==> src/verilog/aot_offset_trim_regs.vh <==
// What this block does
// - defaults load from fuse storage, not zero
// - core 1 uses core-1 trim field
// - core 2 on pair A uses A trim
// - core 2 on pair B uses B trim
// - core 3 on pair C uses C trim
// - core 3 on pair D uses D trim
// - core 4 uses core-4 trim field
// - every trim field is unsigned
`ifndef AOT_OFFSET_TRIM_REGS_VH
`define AOT_OFFSET_TRIM_REGS_VH

// register indices; byte address is index times four
`define AOT_IDX_CORE1 10'h332
`define AOT_IDX_CORE2_A 10'h334
`define AOT_IDX_CORE2_B 10'h336
`define AOT_IDX_CORE3_C 10'h338
`define AOT_IDX_CORE3_D 10'h33A
`define AOT_IDX_CORE4 10'h33C
`define AOT_IDX_STATUS 10'h340
`define AOT_IDX_CONTROL 10'h341

// slot numbers inside the trim bank
`define AOT_SLOT_CORE1 3'h0
`define AOT_SLOT_CORE2_A 3'h1
`define AOT_SLOT_CORE2_B 3'h2
`define AOT_SLOT_CORE3_C 3'h3
`define AOT_SLOT_CORE3_D 3'h4
`define AOT_SLOT_CORE4 3'h5
`define AOT_SLOT_NONE 3'h7
`define AOT_SLOT_COUNT 6

// field layout and reset values
`define AOT_TRIM_MSB 11
`define AOT_RSV_MSB 15
`define AOT_RSV_LSB 12
`define AOT_TRIM_RST 16'h0000
`define AOT_RSV_ZERO 4'h0
`define AOT_CTRL_RELOAD_BIT 0
`define AOT_STAT_READY_BIT 0
`define AOT_STAT_SEL2_BIT 1
`define AOT_STAT_SEL3_BIT 2

// bus answers
`define AOT_RESP_OKAY 2'h0
`define AOT_RESP_SLVERR 2'h2

`endif

==> src/verilog/aot_offset_trim.v <==
// The implementer's own choice: the AXI4-Lite interface to the registers.
`timescale 1ns/1ps
`include "aot_offset_trim_regs.vh"

module aot_offset_trim (
   input wire clk, // 100 MHz clock
   input wire rstn, // async reset, active low
   input wire [11:0] s_axi_awaddr, // write address
   input wire s_axi_awvalid, // write address valid
   output reg s_axi_awready, // write address ready
   input wire [31:0] s_axi_wdata, // write data
   input wire [3:0] s_axi_wstrb, // write byte strobes
   input wire s_axi_wvalid, // write data valid
   output reg s_axi_wready, // write data ready
   output reg [1:0] s_axi_bresp, // write response
   output reg s_axi_bvalid, // write response valid
   input wire s_axi_bready, // write response ready
   input wire [11:0] s_axi_araddr, // read address
   input wire s_axi_arvalid, // read address valid
   output reg s_axi_arready, // read address ready
   output reg [31:0] s_axi_rdata, // read data
   output reg [1:0] s_axi_rresp, // read response
   output reg s_axi_rvalid, // read data valid
   input wire s_axi_rready, // read data ready
   output reg fuse_rd_en, // fuse read request pulse
   output reg [2:0] fuse_addr, // fuse word being read
   input wire [15:0] fuse_rdata, // fuse word
   input wire fuse_rdata_valid, // fuse word valid pulse
   input wire core2_input_sel, // core 2 pair: 0 = A, 1 = B
   input wire core3_input_sel, // core 3 pair: 0 = C, 1 = D
   output reg [11:0] core1_offset, // offset applied to core 1
   output reg [11:0] core2_offset, // offset applied to core 2
   output reg [11:0] core3_offset, // offset applied to core 3
   output reg [11:0] core4_offset, // offset applied to core 4
   output reg trim_ready // fuse defaults loaded
);

   localparam [1:0] ST_LOAD_REQ = 2'h0;
   localparam [1:0] ST_LOAD_WAIT = 2'h1;
   localparam [1:0] ST_RUN = 2'h2;

   // word address to trim slot, shared by write and read paths
   function [2:0] trim_slot;
      input [11:0] addr;
      begin
         case (addr[11:2])
            `AOT_IDX_CORE1: trim_slot = `AOT_SLOT_CORE1;
            `AOT_IDX_CORE2_A: trim_slot = `AOT_SLOT_CORE2_A;
            `AOT_IDX_CORE2_B: trim_slot = `AOT_SLOT_CORE2_B;
            `AOT_IDX_CORE3_C: trim_slot = `AOT_SLOT_CORE3_C;
            `AOT_IDX_CORE3_D: trim_slot = `AOT_SLOT_CORE3_D;
            `AOT_IDX_CORE4: trim_slot = `AOT_SLOT_CORE4;
            default: trim_slot = `AOT_SLOT_NONE;
         endcase
      end
   endfunction

   reg [1:0] state;
   reg [2:0] load_slot;
   reg aw_held;
   reg w_held;
   reg [11:0] aw_addr_q;
   reg [31:0] w_data_q;
   reg [3:0] w_strb_q;
   reg [31:0] rd_word;
   reg [1:0] rd_resp;
   reg [2:0] rd_slot;
   reg reload_req;

   wire [15:0] trim_word [0:`AOT_SLOT_COUNT-1];
   wire wr_commit;
   wire [2:0] wr_slot;
   wire fuse_capture;

   assign wr_commit = aw_held && w_held && !s_axi_bvalid;
   assign wr_slot = trim_slot(aw_addr_q);
   assign fuse_capture = (state == ST_LOAD_WAIT) && fuse_rdata_valid;

   genvar g;
   generate
      for (g = 0; g < `AOT_SLOT_COUNT; g = g + 1)
      begin : trim_bank
         reg [15:0] q;
         always @(posedge clk or negedge rstn)
         begin
            if (!rstn)
            begin
               q <= `AOT_TRIM_RST;
            end
            else if (fuse_capture && load_slot == g)
            begin
               q <= {`AOT_RSV_ZERO, fuse_rdata[`AOT_TRIM_MSB:0]};
            end
            else if (wr_commit && wr_slot == g)
            begin
               // reserved bits stored as written, never applied
               if (w_strb_q[0])
               begin
                  q[7:0] <= w_data_q[7:0];
               end
               if (w_strb_q[1])
               begin
                  q[15:8] <= w_data_q[15:8];
               end
            end
         end
         assign trim_word[g] = q;
      end
   endgenerate

   // fuse walk runs after reset and on software reload
   always @(posedge clk or negedge rstn)
   begin
      if (!rstn)
      begin
         state <= ST_LOAD_REQ;
         load_slot <= 3'h0;
         fuse_rd_en <= 1'b0;
         fuse_addr <= 3'h0;
         trim_ready <= 1'b0;
      end
      else
      begin
         fuse_rd_en <= 1'b0;
         case (state)
            ST_LOAD_REQ:
            begin
               fuse_rd_en <= 1'b1;
               fuse_addr <= load_slot;
               state <= ST_LOAD_WAIT;
            end
            ST_LOAD_WAIT:
            begin
               if (fuse_rdata_valid)
               begin
                  if (load_slot == `AOT_SLOT_CORE4)
                  begin
                     load_slot <= 3'h0;
                     trim_ready <= 1'b1;
                     state <= ST_RUN;
                  end
                  else
                  begin
                     load_slot <= load_slot + 3'h1;
                     state <= ST_LOAD_REQ;
                  end
               end
            end
            ST_RUN:
            begin
               if (reload_req)
               begin
                  trim_ready <= 1'b0;
                  state <= ST_LOAD_REQ;
               end
            end
            default:
            begin
               state <= ST_LOAD_REQ;
            end
         endcase
      end
   end

   // write channel; bus is held off while the fuse walk runs
   always @(posedge clk or negedge rstn)
   begin
      if (!rstn)
      begin
         s_axi_awready <= 1'b0;
         s_axi_wready <= 1'b0;
         s_axi_bvalid <= 1'b0;
         s_axi_bresp <= `AOT_RESP_OKAY;
         aw_held <= 1'b0;
         w_held <= 1'b0;
         aw_addr_q <= 12'h000;
         w_data_q <= 32'h00000000;
         w_strb_q <= 4'h0;
         reload_req <= 1'b0;
      end
      else
      begin
         reload_req <= 1'b0;
         if (s_axi_awvalid && s_axi_awready)
         begin
            aw_addr_q <= s_axi_awaddr;
            aw_held <= 1'b1;
            s_axi_awready <= 1'b0;
         end
         if (s_axi_wvalid && s_axi_wready)
         begin
            w_data_q <= s_axi_wdata;
            w_strb_q <= s_axi_wstrb;
            w_held <= 1'b1;
            s_axi_wready <= 1'b0;
         end
         if (wr_commit)
         begin
            aw_held <= 1'b0;
            w_held <= 1'b0;
            s_axi_bvalid <= 1'b1;
            if (wr_slot != `AOT_SLOT_NONE)
            begin
               s_axi_bresp <= `AOT_RESP_OKAY;
            end
            else if (aw_addr_q[11:2] == `AOT_IDX_CONTROL)
            begin
               s_axi_bresp <= `AOT_RESP_OKAY;
               reload_req <= w_strb_q[0] && w_data_q[`AOT_CTRL_RELOAD_BIT];
            end
            else if (aw_addr_q[11:2] == `AOT_IDX_STATUS)
            begin
               s_axi_bresp <= `AOT_RESP_OKAY;
            end
            else
            begin
               s_axi_bresp <= `AOT_RESP_SLVERR;
            end
         end
         if (s_axi_bvalid && s_axi_bready)
         begin
            s_axi_bvalid <= 1'b0;
            s_axi_awready <= (state == ST_RUN) && !reload_req;
            s_axi_wready <= (state == ST_RUN) && !reload_req;
         end
         else if (state == ST_LOAD_WAIT && fuse_rdata_valid &&
                  load_slot == `AOT_SLOT_CORE4 && !s_axi_bvalid && !aw_held && !w_held)
         begin
            // open the bus when the walk finishes
            s_axi_awready <= 1'b1;
            s_axi_wready <= 1'b1;
         end
      end
   end

   // read data mux
   always @*
   begin
      rd_word = 32'h00000000;
      rd_resp = `AOT_RESP_OKAY;
      rd_slot = trim_slot(s_axi_araddr);
      if (rd_slot != `AOT_SLOT_NONE)
      begin
         rd_word[15:0] = trim_word[rd_slot];
      end
      else if (s_axi_araddr[11:2] == `AOT_IDX_STATUS)
      begin
         rd_word[`AOT_STAT_READY_BIT] = trim_ready;
         rd_word[`AOT_STAT_SEL2_BIT] = core2_input_sel;
         rd_word[`AOT_STAT_SEL3_BIT] = core3_input_sel;
      end
      else if (s_axi_araddr[11:2] != `AOT_IDX_CONTROL)
      begin
         rd_resp = `AOT_RESP_SLVERR;
      end
   end

   always @(posedge clk or negedge rstn)
   begin
      if (!rstn)
      begin
         s_axi_arready <= 1'b0;
         s_axi_rvalid <= 1'b0;
         s_axi_rdata <= 32'h00000000;
         s_axi_rresp <= `AOT_RESP_OKAY;
      end
      else
      begin
         if (s_axi_arvalid && s_axi_arready)
         begin
            s_axi_arready <= 1'b0;
            s_axi_rvalid <= 1'b1;
            s_axi_rdata <= rd_word;
            s_axi_rresp <= rd_resp;
         end
         else if (s_axi_rvalid && s_axi_rready)
         begin
            s_axi_rvalid <= 1'b0;
            s_axi_arready <= (state == ST_RUN) && !reload_req;
         end
         else if (!s_axi_rvalid)
         begin
            // read port follows the walk; a reload shuts it
            s_axi_arready <= (state == ST_RUN) && !reload_req;
         end
      end
   end

   // applied offsets, registered; fields pass through unsigned
   always @(posedge clk or negedge rstn)
   begin
      if (!rstn)
      begin
         core1_offset <= 12'h000;
         core2_offset <= 12'h000;
         core3_offset <= 12'h000;
         core4_offset <= 12'h000;
      end
      else
      begin
         core1_offset <= trim_word[`AOT_SLOT_CORE1][`AOT_TRIM_MSB:0];
         core2_offset <= core2_input_sel ? trim_word[`AOT_SLOT_CORE2_B][`AOT_TRIM_MSB:0]
                                         : trim_word[`AOT_SLOT_CORE2_A][`AOT_TRIM_MSB:0];
         core3_offset <= core3_input_sel ? trim_word[`AOT_SLOT_CORE3_D][`AOT_TRIM_MSB:0]
                                         : trim_word[`AOT_SLOT_CORE3_C][`AOT_TRIM_MSB:0];
         core4_offset <= trim_word[`AOT_SLOT_CORE4][`AOT_TRIM_MSB:0];
      end
   end

endmodule

==> config.mk <==
export PLATFORM = sky130hd
export DESIGN_NAME = aot_offset_trim
export DESIGN_NICKNAME = d
export VERILOG_FILES = /design/src/verilog/aot_offset_trim.v
export VERILOG_INCLUDE_DIRS = /design/src /design/src/verilog
export SDC_FILE = /design/constraint.sdc
export NUM_CORES = 1
export LEC_CHECK = 0
export ABC_AREA = 1
export BUFFER_PORTS_ARGS = -buffer_cell sky130_fd_sc_hd__buf_4
export CAP_MARGIN = 20
export CORE_MARGIN = 2
export CORE_UTILIZATION = 50
export DETAILED_ROUTE_END_ITERATION = 10
export GPL_ROUTABILITY_DRIVEN = 0
export MAX_ROUTING_LAYER = met4
export PLACE_DENSITY = 0.81
export SYNTH_ARGS = -nofsm -noshare
export SYNTH_HDL_FRONTEND = slang
export SYNTH_SLANG_ARGS = --single-unit
export TNS_END_PERCENT = 20
==> constraint.sdc <==
create_clock -name clk -period 2.4 [get_ports clk]
set_input_delay 0.24 -clock clk [delete_from_list [all_inputs] [get_ports clk]]
set_output_delay 0.24 -clock clk [all_outputs]
set_load 0.01 [all_outputs]
Word-level counts from Yosys, hierarchy flattened
Cells that the tools add are included.
- register bits: 212
- input port bits: 86
- output and inout port bits: 94
- word-level logic and storage cells: 204
- $add $sub $neg: 1
- order comparisons: 1
- equality and inequality tests: 34
- multiplexer cells: 60
- bitwise logic cells: 1
- reduce and logical (&&, ||, !) cells: 72
- operator list (kind ; number):
    $mux 16 ; 14
    $eq 10x10->1 const B ; 15
    $bmux 16 s3 ; 1
    $reduce_bool 2->1 ; 23
    $pmux 3 s6 ; 2
    $reduce_and 2->1 ; 14
    $logic_and 1x1->1 ; 25
    $mux 1 ; 24
    $mux 12 ; 2
    $mux 2 ; 9
    $mux 8 ; 2
    $mux 13 ; 1
    $eq 3x2->1 const B ; 4
    $eq 3x3->1 const B ; 4
    $ne 10x10->1 const B ; 1
    $mux 3 ; 3
    $eq 3x1->1 const B ; 2
    $logic_not 3->1 ; 2
    $ne 3x3->1 const B ; 2
    $pmux 2 s3 ; 1
    $reduce_bool 3->1 ; 2
    $ge 4x4->1 const B ; 1
    $logic_not 1->1 ; 4
    $ne 2x2->1 const B ; 2
    9 further kinds ; 9

Depth between registers and ports, before layout
Gate-level depths: netlist of the first run.
- word-level depth: 8
- mapped depth: 16
- mapped depth without buffers: 15

Worst setup path before layout of the first run
OpenSTA, ideal clock, no wires.
- path kind: reg2reg
- start: register s_axi_bvalid
- end: register trim_bank[0].q[1]
- arrival: 1.576 ns
- data required time: 2.317 ns
- setup slack: 0.742 ns
- cell stages (with the launch flop): 8
- clock period less this slack: 1.658 ns
- path through: dfrtp_1 nor2_2 inv_2 buf_2 o31ai_2 buf_4 o211ai_1 o21ai_0
- longest elaborated chain between the ends: 5
- RTL lines (element ; RTL line ; RTL):
    from (decl) ; aot_offset_trim.v:16 ; output reg s_axi_bvalid,
    from (signal assigned) ; aot_offset_trim.v:172 ; s_axi_bvalid <= 1'b0;
    from (signal assigned) ; aot_offset_trim.v:201 ; s_axi_bvalid <= 1'b1;
    from (signal assigned) ; aot_offset_trim.v:222 ; s_axi_bvalid <= 1'b0;
    $logic_not 1->1 ; aot_offset_trim.v:75 ; assign wr_commit = aw_held && w_held && !s_axi_bvalid;
    $logic_and 1x1->1 ; aot_offset_trim.v:75 ;
    $logic_and 1x1->1 ; aot_offset_trim.v:94 ; else if (wr_commit && wr_slot == g)
    $reduce_bool 2->1 (no line) ; -- ;
    $reduce_and 2->1 (no line) ; -- ;
    to (signal assigned) ; aot_offset_trim.v:88 ; q <= `AOT_TRIM_RST;
    to (signal assigned) ; aot_offset_trim.v:92 ; q <= {`AOT_RSV_ZERO, fuse_rdata[`AOT_TRIM_MSB:0]};
    to (signal assigned) ; aot_offset_trim.v:99 ; q[7:0] <= w_data_q[7:0];
    to (decl) ; aot_offset_trim.v:83 ; reg [15:0] q;
No other way between the ends.
A chain may end at the register's enable or synchronous reset.

Final worst setup path of the first run
- start: register load_slot[1]
- end: register trim_bank[5].q[13]
- longest elaborated chain between the ends: 4
- elaborated cells between the ends (all ways): 6
- those cells by class: eq/ne (1); mux (1); reduce/logical (4)
- RTL lines (element ; RTL line ; RTL):
    from (decl) ; aot_offset_trim.v:59 ; reg [2:0] load_slot;
    from (signal assigned) ; aot_offset_trim.v:144 ; load_slot <= load_slot + 3'h1;
    $eq 3x3->1 * ; aot_offset_trim.v:90 ; else if (fuse_capture && load_slot == g)
    $logic_and 1x1->1 * ; aot_offset_trim.v:90 ;
    $reduce_bool 2->1 (no line) ; -- ;
    $reduce_and 2->1 (no line) ; -- ;
    to (signal assigned) ; aot_offset_trim.v:88 ;
    to (signal assigned) ; aot_offset_trim.v:92 ;
    to (signal assigned) ; aot_offset_trim.v:103 ; q[15:8] <= w_data_q[15:8];
    to (decl) ; aot_offset_trim.v:83 ;
Mark *: on every way between the ends. The rest lies on a longest branch, timed or not.

==> impl_metrics.py, run 1 <==
metrics = {
    "outcome": {
        "status": "finished clean",
    },
    "clock_network": {
        "clock_latency_ps": 510,
        "cts_hold_buf": 32,
        "cts_tree": "done",
        "post-cts-setup-buffers": 0,
        "clockBufferDepth": 3,
        "path_clk_slew_ps": 60,
        "root_buffer": "clkbuf_16",
        "cts_resized": 0,
        "numCtsBuffers": 23,
        "cts.htree.levels": 1,
        "cts.sinks": 208,
    },
    "critical_path": {
        "slowest_stage": "inv_2",
        "critPathMaxStageDelay_ps": 490,
        "cp.required_ps": 2800,
        "crit_chain": "inv_1 > nand2_1 > nor2_1 > nand2_1 > inv_2 > a21oi_2 > buf_4 > o31ai_1",
        "crit_type": "flop to flop",
        "crit_top_cell": "nand2_1",
        "cp_data_arrival_time_ps": 2520,
        "cp.buffers_inverters": 3,
        "critPathTopFamily": "buffers and inverters",
        "critPathLaunchType": "flop",
        "setup.worst_path.end_class": "flop",
        "path_max_fanout": 29,
    },
    "placement": {
        "io_buffers": 135,
        "pre_cts_ws_ps": 331,
        "hpwl_um": 18900,
    },
    "route": {
        "via_count": 8974,
        "ant_nets": 0,
        "dr.pass1.iters": 8,
        "drcViolationCount": 0,
        "routed_wl_um": 27800,
        "drt-initial-drc-count": 839,
        "routed_via_density": 5.43,
        "avgRoutedWirePerCell_um": 16.8,
    },
    "pwr": {
        "p_per_area_nw_per_um2": 1120,
        "p_sw_w": 0.00497,
        "share_seq_of_total_power": 0.445,
        "pwr-share-clk": 0.252,
        "p_comb_frac": 0.303,
        "p_int_w": 0.00878,
        "switching_share": 0.362,
        "power_leakage_nw": 6.24,
        "ir_drop_mv": 0.654,
    },
    "floorplanning": {
        "io_pins": 180,
        "core_area_um2": 19400,
        "fp.dieH_um": 145,
        "initial_core_util": 0.509,
        "die_area_um2": 20900,
        "die_x_um": 145,
        "rows": 51,
    },
    "yosys": {
        "ys_top_cells_by_area": "dfrtp_1 53%, nand2_1 15%, o21ai_0 6.0%",
        "synthArstFlopShare": 1.00,
        "ys.flop_type": "dfrtp_1",
        "synth-edff-count": 0,
        "synth_top_area_frac": 0.527,
        "synth_area_per_cell_um2": 8.22,
        "netlist_area_um2": 9880,
        "ys_seq_elements": 208,
        "yosys_warnings": 0,
        "synth_area_leader_cell": "dfrtp_1",
        "yosysSeqAreaShare": 0.527,
        "ys_types": 42,
        "synthCells": 1202,
    },
    "timing": {
        "worst_slack_ps": 285,
        "setup_viol_count_final": 0,
        "hold_viol_final": 0,
        "worst_pin_slew_ps": 709,
        "fin_setup_tns_ps": 0,
        "skew_ps": 16.8,
        "max_freq_ghz": 0.473,
        "final_max_slew_viol_count": 0,
        "post-route-period-util": 0.881,
        "min_period_ps": 2120,
        "slew-limit-headroom": 0.528,
        "rsz0062_at_grt": "false",
    },
    "finish": {
        "drive_gt1_frac": 0.174,
        "syn_to_final_growth_pct": 24.0,
        "final_nets": 1459,
        "antenna_cells": 0,
    },
    "grt": {
        "grt_max_degree": 71,
        "antenna_found_initial": 0,
        "grt_pass1_vias": 8680,
        "track_usage": 0.277,
        "grt_pass1_wl_um": 43800,
        "grt-ovfl-total": 0,
    },
    "hold_path": {
        "hold_path.class": "input port to flop",
    },
    "run": {
        "maxCapViolCount": 0,
    },
}
path summary, 6_finish.rpt:
kind | slack, ps | depth (start not counted) | end | start
setup / recovery | 280 | 8 | trim_bank[5].q[13] | load_slot[1]
setup reg to reg | 280 | 8 | trim_bank[5].q[13] | load_slot[1]
hold / removal | 20 | 3 | trim_bank[0].q[5] | fuse_rdata[5]
min in group asynchronous | 310 | 2 | s_axi_arready | rstn
hold reg to reg | 370 | 0 | core1_offset[0] | trim_bank[0].q[0]
max in group asynchronous | 1350 | 3 | s_axi_rdata[10] | rstn
Yosys cell counts (2+ instances only):
cell and number:
inv_1 113, nand2_2 2, inv_2 5, nand2_1 396
nor2_1 47, nor3_1 5, o2111ai_1 2, nor4_1 2
clkbuf_1 17, o21ai_0 119, nor2_2 7, buf_4 21
buf_6 2, nor2_4 2, nand3_1 51, or2_0 2
buf_2 32, o31ai_1 24, a31oi_1 11, nand3b_1 5
o31ai_2 3, o211ai_1 47, nand4_1 7, dfrtp_1 208
a21oi_1 37, a21oi_2 2, o21ai_1 9, or2_2 10
routing by layer:
metal | track usage | vias up | routed length (um)
li1 | - | 4218 | -
met1 | 0.364 | 4195 | 11500
met2 | 0.436 | 473 | 12700
met3 | 0.0500 | 88 | 2670
met4 | 0.0991 | 0 | 975
met5 | - | - | 0
final cells by class:
type / instances / area, um2
clock buffers: 34 / 687
clock inverters: 6 / 61.3
fillers: 1626 / 7140
inverters: 119 / 447
multi-input cells: 819 / 3890
flip-flops and latches: 208 / 5200
well taps: 265 / 332
repair buffers: 201 / 1640
cell families after synthesis:
group           Yosys count  share of synthesized area
xor+xnor                  1                   0.000887
fa+ha+maj                 1                    0.00127
buf+inv                 192                     0.0866
flops                   208                      0.527
other cells               1                   0.000380
compound gates          260                      0.158
simple gates            539                      0.226
through the flow:
stage / instance area, um2 / power [W] / std cells / hold WS, ps / utilization
2_1_floorplan: 9940 / 0.00828 / 1219 / -55.6 / -
3_3_place_gp: 11200 / 0.00995 / 1578 / 293 / 0.576
3_5_place_dp: 11200 / 0.0102 / 1580 / 289 / 0.577
4_1_cts: 12300 / 0.0137 / 1652 / 10.4 / 0.632
5_1_grt: 12300 / 0.0146 / 1652 / 9.25 / 0.632
6_report: 12300 / 0.0137 / 1652 / 19.0 / 0.632
power groups by stage:
stage	sequential, W	combinational (W)	clock (W)
after floorplan	0.00598	0.00231	0
after global placement	0.00606	0.00389	0
after detailed placement	0.00610	0.00406	0
after CTS	0.00606	0.00414	0.00349
after global routing	0.00627	0.00467	0.00363
final	0.00612	0.00416	0.00346
cell usage in the layout (no fill, tap or decap), types with 3 or more instances in the layout:
| cell type | netlist | routed |
|---|---|---|
| nand2_1 | 396 | 396 |
| nor2_2 | 7 | 7 |
| o31ai_2 | 3 | 3 |
| o211ai_1 | 47 | 47 |
| buf_12 | 0 | 3 |
| a21oi_1 | 37 | 37 |
| nand3_1 | 51 | 51 |
| clkbuf_16 | 0 | 23 |
| dfrtp_1 | 208 | 208 |
| dlygate4sd3_1 | 0 | 32 |
| conb_1 | 1 | 18 |
| inv_2 | 5 | 5 |
| o21ai_0 | 119 | 119 |
| clkinv_2 | 0 | 3 |
| inv_1 | 113 | 113 |
| buf_4 | 21 | 164 |
| nand3b_1 | 5 | 5 |
| clkbuf_1 | 17 | 4 |
| nor3_1 | 5 | 4 |
| or2_2 | 10 | 10 |
| nor2_1 | 47 | 47 |
| o31ai_1 | 24 | 24 |
| o21ai_1 | 9 | 9 |
| nand4_1 | 7 | 7 |
| a31oi_1 | 11 | 11 |
| clkbuf_8 | 0 | 8 |
registers in the layout, summed over array words and instances (netlist names), 2 cells and up:
signal / flops
trim_bank.q: 96
w_data_q: 16
state: 2
core4_offset: 12
load_slot: 3
w_strb_q: 2
core3_offset: 12
aw_addr_q: 10
s_axi_rdata: 16
core2_offset: 12
fuse_addr: 3
core1_offset: 12
worst register-to-register path, cell delays in order, from the launching register on:
cell	delay, ps
dfrtp_1	410
inv_1	130
nand2_1	100
nor2_1	170
nand2_1	220
inv_2	490
a21oi_2	40
buf_4	220
o31ai_1	230
(Power assumes the default switching activity.)
==> run 2, diff against run 1 <==
--- a/config.mk
+++ b/config.mk
@@ -6,7 +6,6 @@
 export SDC_FILE = /design/constraint.sdc
 export NUM_CORES = 1
 export LEC_CHECK = 0
-export ABC_AREA = 1
 export BUFFER_PORTS_ARGS = -buffer_cell sky130_fd_sc_hd__buf_4
 export CAP_MARGIN = 20
 export CORE_MARGIN = 2
==> impl_metrics.py, run 2 <==
metrics = {
    "outcome": {
        "status": "finished clean",
    },
    "clock_network": {
        "path_clk_slew_ps": 60,
        "cts_tree": "done",
        "cts.sinks": 208,
        "clockBufferDepth": 3,
        "root_buffer": "clkbuf_16",
        "post-cts-setup-buffers": 0,
        "clock_latency_ps": 500,
        "cts.htree.levels": 1,
        "numCtsBuffers": 22,
    },
    "grt": {
        "grt_pass1_wl_um": 39000,
        "grtUsageMet3": 0.0318,
        "grt_pass1_vias": 7162,
        "use_met1": 0.329,
        "grt-ovfl-total": 0,
        "track_usage": 0.248,
        "grt.busiest_layer": "met2",
        "antenna_found_initial": 0,
        "use_met2": 0.403,
        "grt_max_degree": 59,
    },
    "placement": {
        "io_buffers": 135,
        "hpwl_um": 16400,
        "pre_cts_ws_ps": 283,
    },
    "run": {
        "maxCapViolCount": 0,
    },
    "timing": {
        "worst_slack_ps": 398,
        "hold_viol_final": 0,
        "final_max_slew_viol_count": 0,
        "max_freq_ghz": 0.499,
        "rsz0062_at_grt": "false",
        "min_period_ps": 2000,
        "post-route-period-util": 0.834,
        "worst_pin_slew_ps": 1180,
        "skew_ps": 7.48,
        "fin_setup_tns_ps": 0,
        "setup_viol_count_final": 0,
        "slew-limit-headroom": 0.213,
    },
    "yosys": {
        "netlist_area_um2": 9890,
        "yosysSeqAreaShare": 0.527,
        "synth_top_area_frac": 0.527,
        "ys_types": 64,
        "post-synth-top-count-cell": "dfrtp_1",
        "yosys.area_share.simple": 0.123,
        "ys_seq_elements": 208,
        "ys.flop_type": "dfrtp_1",
        "synth-edff-count": 0,
        "synthCells": 837,
        "synth_area_leader_cell": "dfrtp_1",
        "synth_top_family_by_area": "multiplexers",
        "synth_fa_ha_area_frac": 0.00127,
        "synth.area.mux_share": 0.198,
        "synth_area_per_cell_um2": 11.8,
        "synth_xor_area_frac": 0.00177,
        "ys_top_cells_by_area": "dfrtp_1 53%, mux2_2 9.7%, mux2i_1 8.3%",
        "yosys_warnings": 0,
        "synth_compound_area_frac": 0.108,
        "synth.top_cells.by_count": "208 x dfrtp_1, 85 x mux2_2, 82 x mux2i_1",
        "synthArstFlopShare": 1.00,
    },
    "critical_path": {
        "r2r_cells": 4,
        "setup.worst_path.end_class": "flop",
        "critPathLaunchType": "flop",
        "critPathMaxStageDelay_ps": 470,
        "regToRegEndpoint": "trim_bank[2].q[0]",
        "r2r_start": "state[1]",
        "cp.required_ps": 2790,
        "slowest_stage": "and3_4",
        "crit_top_cell": "mux2_2",
        "rrSetupSlack_ps": 400,
        "cp_data_arrival_time_ps": 2390,
        "crit_type": "flop to flop",
        "crit_chain": "and3b_1 > and3_4 > mux2_2 > mux2_2",
        "path_max_fanout": 21,
    },
    "hold_path": {
        "hold_path.class": "input port to flop",
        "whs_path_depth": 3,
        "hold_start": "fuse_rdata[4]",
        "whs_endpoint": "trim_bank[0].q[4]",
    },
    "floorplanning": {
        "fp.dieH_um": 145,
        "rows": 51,
        "die_x_um": 145,
        "die_area_um2": 20900,
        "io_pins": 180,
        "core_area_um2": 19500,
        "initial_core_util": 0.508,
    },
    "finish": {
        "final_cell_mix": "208 x dfrtp_1, 156 x buf_4, 85 x mux2_2, 82 x mux2i_1, 71 x nand2_1",
        "seqCellArea_um2": 5200,
        "reg.largest.list": "trim_bank.q (96), s_axi_rdata (16), w_data_q (16)",
        "fillCellCount": 1516,
        "final_nets": 1096,
        "largest_register_ffs": 96,
        "syn_to_final_growth_pct": 23.8,
        "final_common_cell": "dfrtp_1",
        "regMostFlops": "trim_bank.q",
        "antenna_cells": 0,
        "multiInputGateArea_um2": 4350,
        "drive_gt1_frac": 0.305,
    },
    "route": {
        "via_count": 7314,
        "routed_wl_um": 24900,
        "drcViolationCount": 0,
        "drt-initial-drc-count": 560,
        "ant_nets": 0,
        "dr.pass1.iters": 5,
        "routed_via_density": 5.67,
        "avgRoutedWirePerCell_um": 19.3,
    },
    "pwr": {
        "power_leakage_nw": 5.96,
        "ir_drop_mv": 0.711,
        "p_per_area_nw_per_um2": 1110,
    },
}
==> run 2: cell types whose count changed in the layout (fill, tap and decap cells not counted), moves of 24 or more <==
| cell | before | now |
|---|---|---|
| a22oi_1 | 0 | 24 |
| inv_1 | 113 | 4 |
| mux2_2 | 0 | 85 |
| mux2i_1 | 0 | 82 |
| nand2_1 | 396 | 71 |
| nand3_1 | 51 | 3 |
| o211ai_1 | 47 | 0 |
| o21ai_0 | 119 | 68 |
| o31ai_1 | 24 | 0 |
==> run 2: metal layers <==
metal,wire length (um),vias up
li1,-,3344
met1,10600,3625
met2,12100,301
met3,1600,44
met4,556,0
met5,0,-
==> run 2: worst max-delay path: cells and delay by family, from the launching register on <==
kind,cells,cell delay [ps]
flip-flops,1,420
multiplexers,2,630
AND/OR/NAND/NOR,2,830
==> run 2: worst max path at each step <==
stage                    startpoint  cells after the start  slack (ps)                 to
global route           aw_addr_q[2]                      4         290     s_axi_bresp[1]
finish                     state[1]                      4         400  trim_bank[2].q[0]
CTS                    aw_addr_q[2]                      4         380     s_axi_bresp[1]
detailed placement  s_axi_araddr[5]                      5         280     s_axi_rdata[6]
global placement    s_axi_araddr[5]                      5         370    s_axi_rdata[15]
floorplan              load_slot[0]                      6         600  trim_bank[3].q[0]
==> run 2: stage by stage <==
step                hold slack (ps)  total power [W]  instances   util  cell area, um2
floorplan                     -55.6          0.00860        854      -            9950
global placement                249           0.0102       1210  0.573           11100
detailed placement              249           0.0104       1210  0.573           11100
CTS                            4.38           0.0137       1289  0.629           12200
global route                   16.2           0.0144       1289  0.629           12200
finish                         13.9           0.0136       1289  0.629           12200
==> run 2: final cells by class <==
type / instances / share of cell area
multi-input cells: 573 / 0.355
repair buffers: 200 / 0.134
clock buffers: 35 / 0.0548
inverters: 4 / 0.00123
well taps: 265 / 0.0271
clock inverters: 4 / 0.00164
flip-flops and latches: 208 / 0.425
==> run 2: what timing repair did <==
item                                    4_1_cts  5_1_grt
resized for setup                             0        0
hold endpoints to repair                    103        0
endpoints found under the setup margin        0        0
hold buffers                                 40        0
==> run 2: logic make-up after synthesis <==
kind of cell / after synthesis
AND/OR/NAND/NOR: 200
XOR/XNOR: 2
adder cells (fa/ha/maj): 1
other: 1
buffers and inverters: 73
flip-flops: 208
multiplexers: 181
AO/OA/AOI/OAI: 171
==> run 2: report_power, final <==
group | internal [W] | total (W) | switching, W
logic | 0.00223 | 0.00407 | 0.00184
registers | 0.00502 | 0.00633 | 0.00131
clock network | 0.00191 | 0.00324 | 0.00133
total | 0.00916 | 0.0136 | 0.00449
==> run 3, diff against run 2 <==
==> constraint.sdc (replaced) <==
create_clock -name clk -period 2.05 [get_ports clk]
set_input_delay 0.205 -clock clk [delete_from_list [all_inputs] [get_ports clk]]
set_output_delay 0.205 -clock clk [all_outputs]
set_load 0.01 [all_outputs]
==> impl_metrics.py, run 3 (synthesis results as in run 2) <==
metrics = {
    "placement": {
        "hpwl_um": 17100,
        "io_buffers": 135,
        "placed_cell_area_um2": 11200,
        "pre_cts_ws_ps": 137,
        "dpl.cell_count": 1218,
    },
    "critical_path": {
        "slowest_stage": "dfrtp_1",
        "setup.worst_path.end_class": "flop",
        "crit_top_cell": "mux2_2",
        "r2r_start": "state[1]",
        "cp.buffers_inverters": 0,
        "cp_data_arrival_time_ps": 2290,
        "critPathMaxStageDelay_ps": 410,
        "cp.required_ps": 2440,
        "crit_type": "flop to flop",
        "critPathTopFamily": "simple AND/OR/NAND/NOR gates",
        "critPathLaunchType": "flop",
        "crit_chain": "and3b_1 > and2_4 > mux2_2 > mux2_2",
        "cp-startpoint": "state[1]",
        "path_max_fanout": 21,
    },
    "pwr": {
        "power_leakage_nw": 6.07,
        "ir_drop_mv": 0.820,
        "p_total_w": 0.0165,
        "p_per_area_nw_per_um2": 1330,
    },
    "grt": {
        "grt-ovfl-total": 0,
        "grt_max_degree": 64,
        "grt_pass1_vias": 7424,
        "antenna_found_initial": 0,
        "track_usage": 0.255,
        "grt_pass1_wl_um": 40100,
    },
    "route": {
        "dr.pass1.iters": 5,
        "avgRoutedWirePerCell_um": 19.6,
        "drcViolationCount": 0,
        "routed_wl_um": 25500,
        "via_count": 7329,
        "routed_via_density": 5.62,
        "ant_nets": 0,
        "drt-initial-drc-count": 589,
    },
    "clock_network": {
        "root_buffer": "clkbuf_16",
        "cts.htree.levels": 1,
        "clock_latency_ps": 500,
        "clockBufferDepth": 3,
        "path_clk_slew_ps": 60,
        "numCtsBuffers": 23,
        "cts_tree": "done",
        "cts.sinks": 208,
    },
    "timing": {
        "setup_viol_count_final": 0,
        "rsz0062_at_grt": "false",
        "min_period_ps": 1900,
        "skew_ps": 9.89,
        "max_freq_ghz": 0.526,
        "hold_viol_final": 0,
        "slew-limit-headroom": 0.251,
        "final_max_slew_viol_count": 0,
        "worst_pin_slew_ps": 1120,
        "worst_slack_ps": 148,
        "fin_setup_tns_ps": 0,
        "post-route-period-util": 0.928,
    },
    "hold_path": {
        "hold_start": "s_axi_rready",
        "hold_path.class": "input port to flop",
    },
    "finish": {
        "final_common_cell": "dfrtp_1",
        "antenna_cells": 0,
        "largest_register_ffs": 96,
        "reg.largest.list": "trim_bank.q (96), s_axi_rdata (16), w_data_q (16)",
        "regMostFlops": "trim_bank.q",
        "fillCellCount": 1488,
        "final_cell_mix": "208 x dfrtp_1, 164 x buf_4, 85 x mux2_2, 82 x mux2i_1, 71 x nand2_1",
        "layout.cells.non_filler": 1305,
        "final_nets": 1110,
        "syn_to_final_growth_pct": 25.9,
        "drive_gt1_frac": 0.313,
        "finalInstanceArea_um2": 12400,
    },
    "floorplanning": {
        "core_area_um2": 19500,
        "rows": 51,
        "die_area_um2": 20900,
        "fp.dieH_um": 145,
        "io_pins": 180,
        "die_x_um": 145,
        "initial_core_util": 0.508,
    },
    "run": {
        "maxCapViolCount": 0,
    },
    "outcome": {
        "status": "finished clean",
    },
}
[run 3: cell types whose count changed in the layout (fill, tap and decap cells not counted), sizes merged]
cell	change
buf	+8
dlygate4sd3	+5
clkbuf	-4
bufinv	+3
inv	+2
clkinv	+1
clkinvlp	+1
[run 3: tightest hold or removal path, cell delays in order]
cell and delay [ps]:
buf_4 80, nand2b_1 130, nand2_1 60
[run 3: path summary, 6_finish.rpt]
path / endpoint / slack [ps] / cells after the start
setup / recovery: trim_bank[3].q[0] / 150 / 4
hold / removal: s_axi_rvalid / 20 / 3
setup reg to reg: trim_bank[3].q[0] / 150 / 4
hold reg to reg: core1_offset[9] / 400 / 0
max in group asynchronous: fuse_addr[0] / 1140 / 3
min in group asynchronous: w_data_q[9] / 180 / 2
[run 3: power breakdown]
part	internal [W]	switching, W
registers	0.00588	0.00155
logic	0.00265	0.00221
clock network	0.00259	0.00163
total	0.0111	0.00539
[run 3: timing repair]
item	in CTS	in global routing
hold endpoints to repair	116	0
setup buffers	0	0
gates resized for setup	0	0
hold buffers	45	0
[run 3: routing by layer]
| layer | GRT usage | vias up | wire length, um |
|---|---|---|---|
| li1 | - | 3371 | - |
| met1 | 0.323 | 3596 | 10500 |
| met2 | 0.426 | 319 | 12700 |
| met3 | 0.0394 | 43 | 1740 |
| met4 | 0.0766 | 0 | 542 |
| met5 | - | - | 0 |
[run 3: stage by stage]
step	hold slack [ps]	utilization
after detailed placement	166	0.576
after global placement	164	0.576
after CTS	6.71	0.639
final	17.4	0.639
after floorplan	-90.6	-
after global routing	34.1	0.639
[run 3: area by class of cell]
class | count | area, um2 | share of cell area
sequential | 208 | 5200 | 0.418
clock buffer | 31 | 646 | 0.0519
timing repair buffer | 213 | 1760 | 0.141
tap | 265 | 332 | 0.0266
clock inverter | 11 | 140 | 0.0113
multi-input combinational | 573 | 4350 | 0.350
inverter | 4 | 15.0 | 0.00121
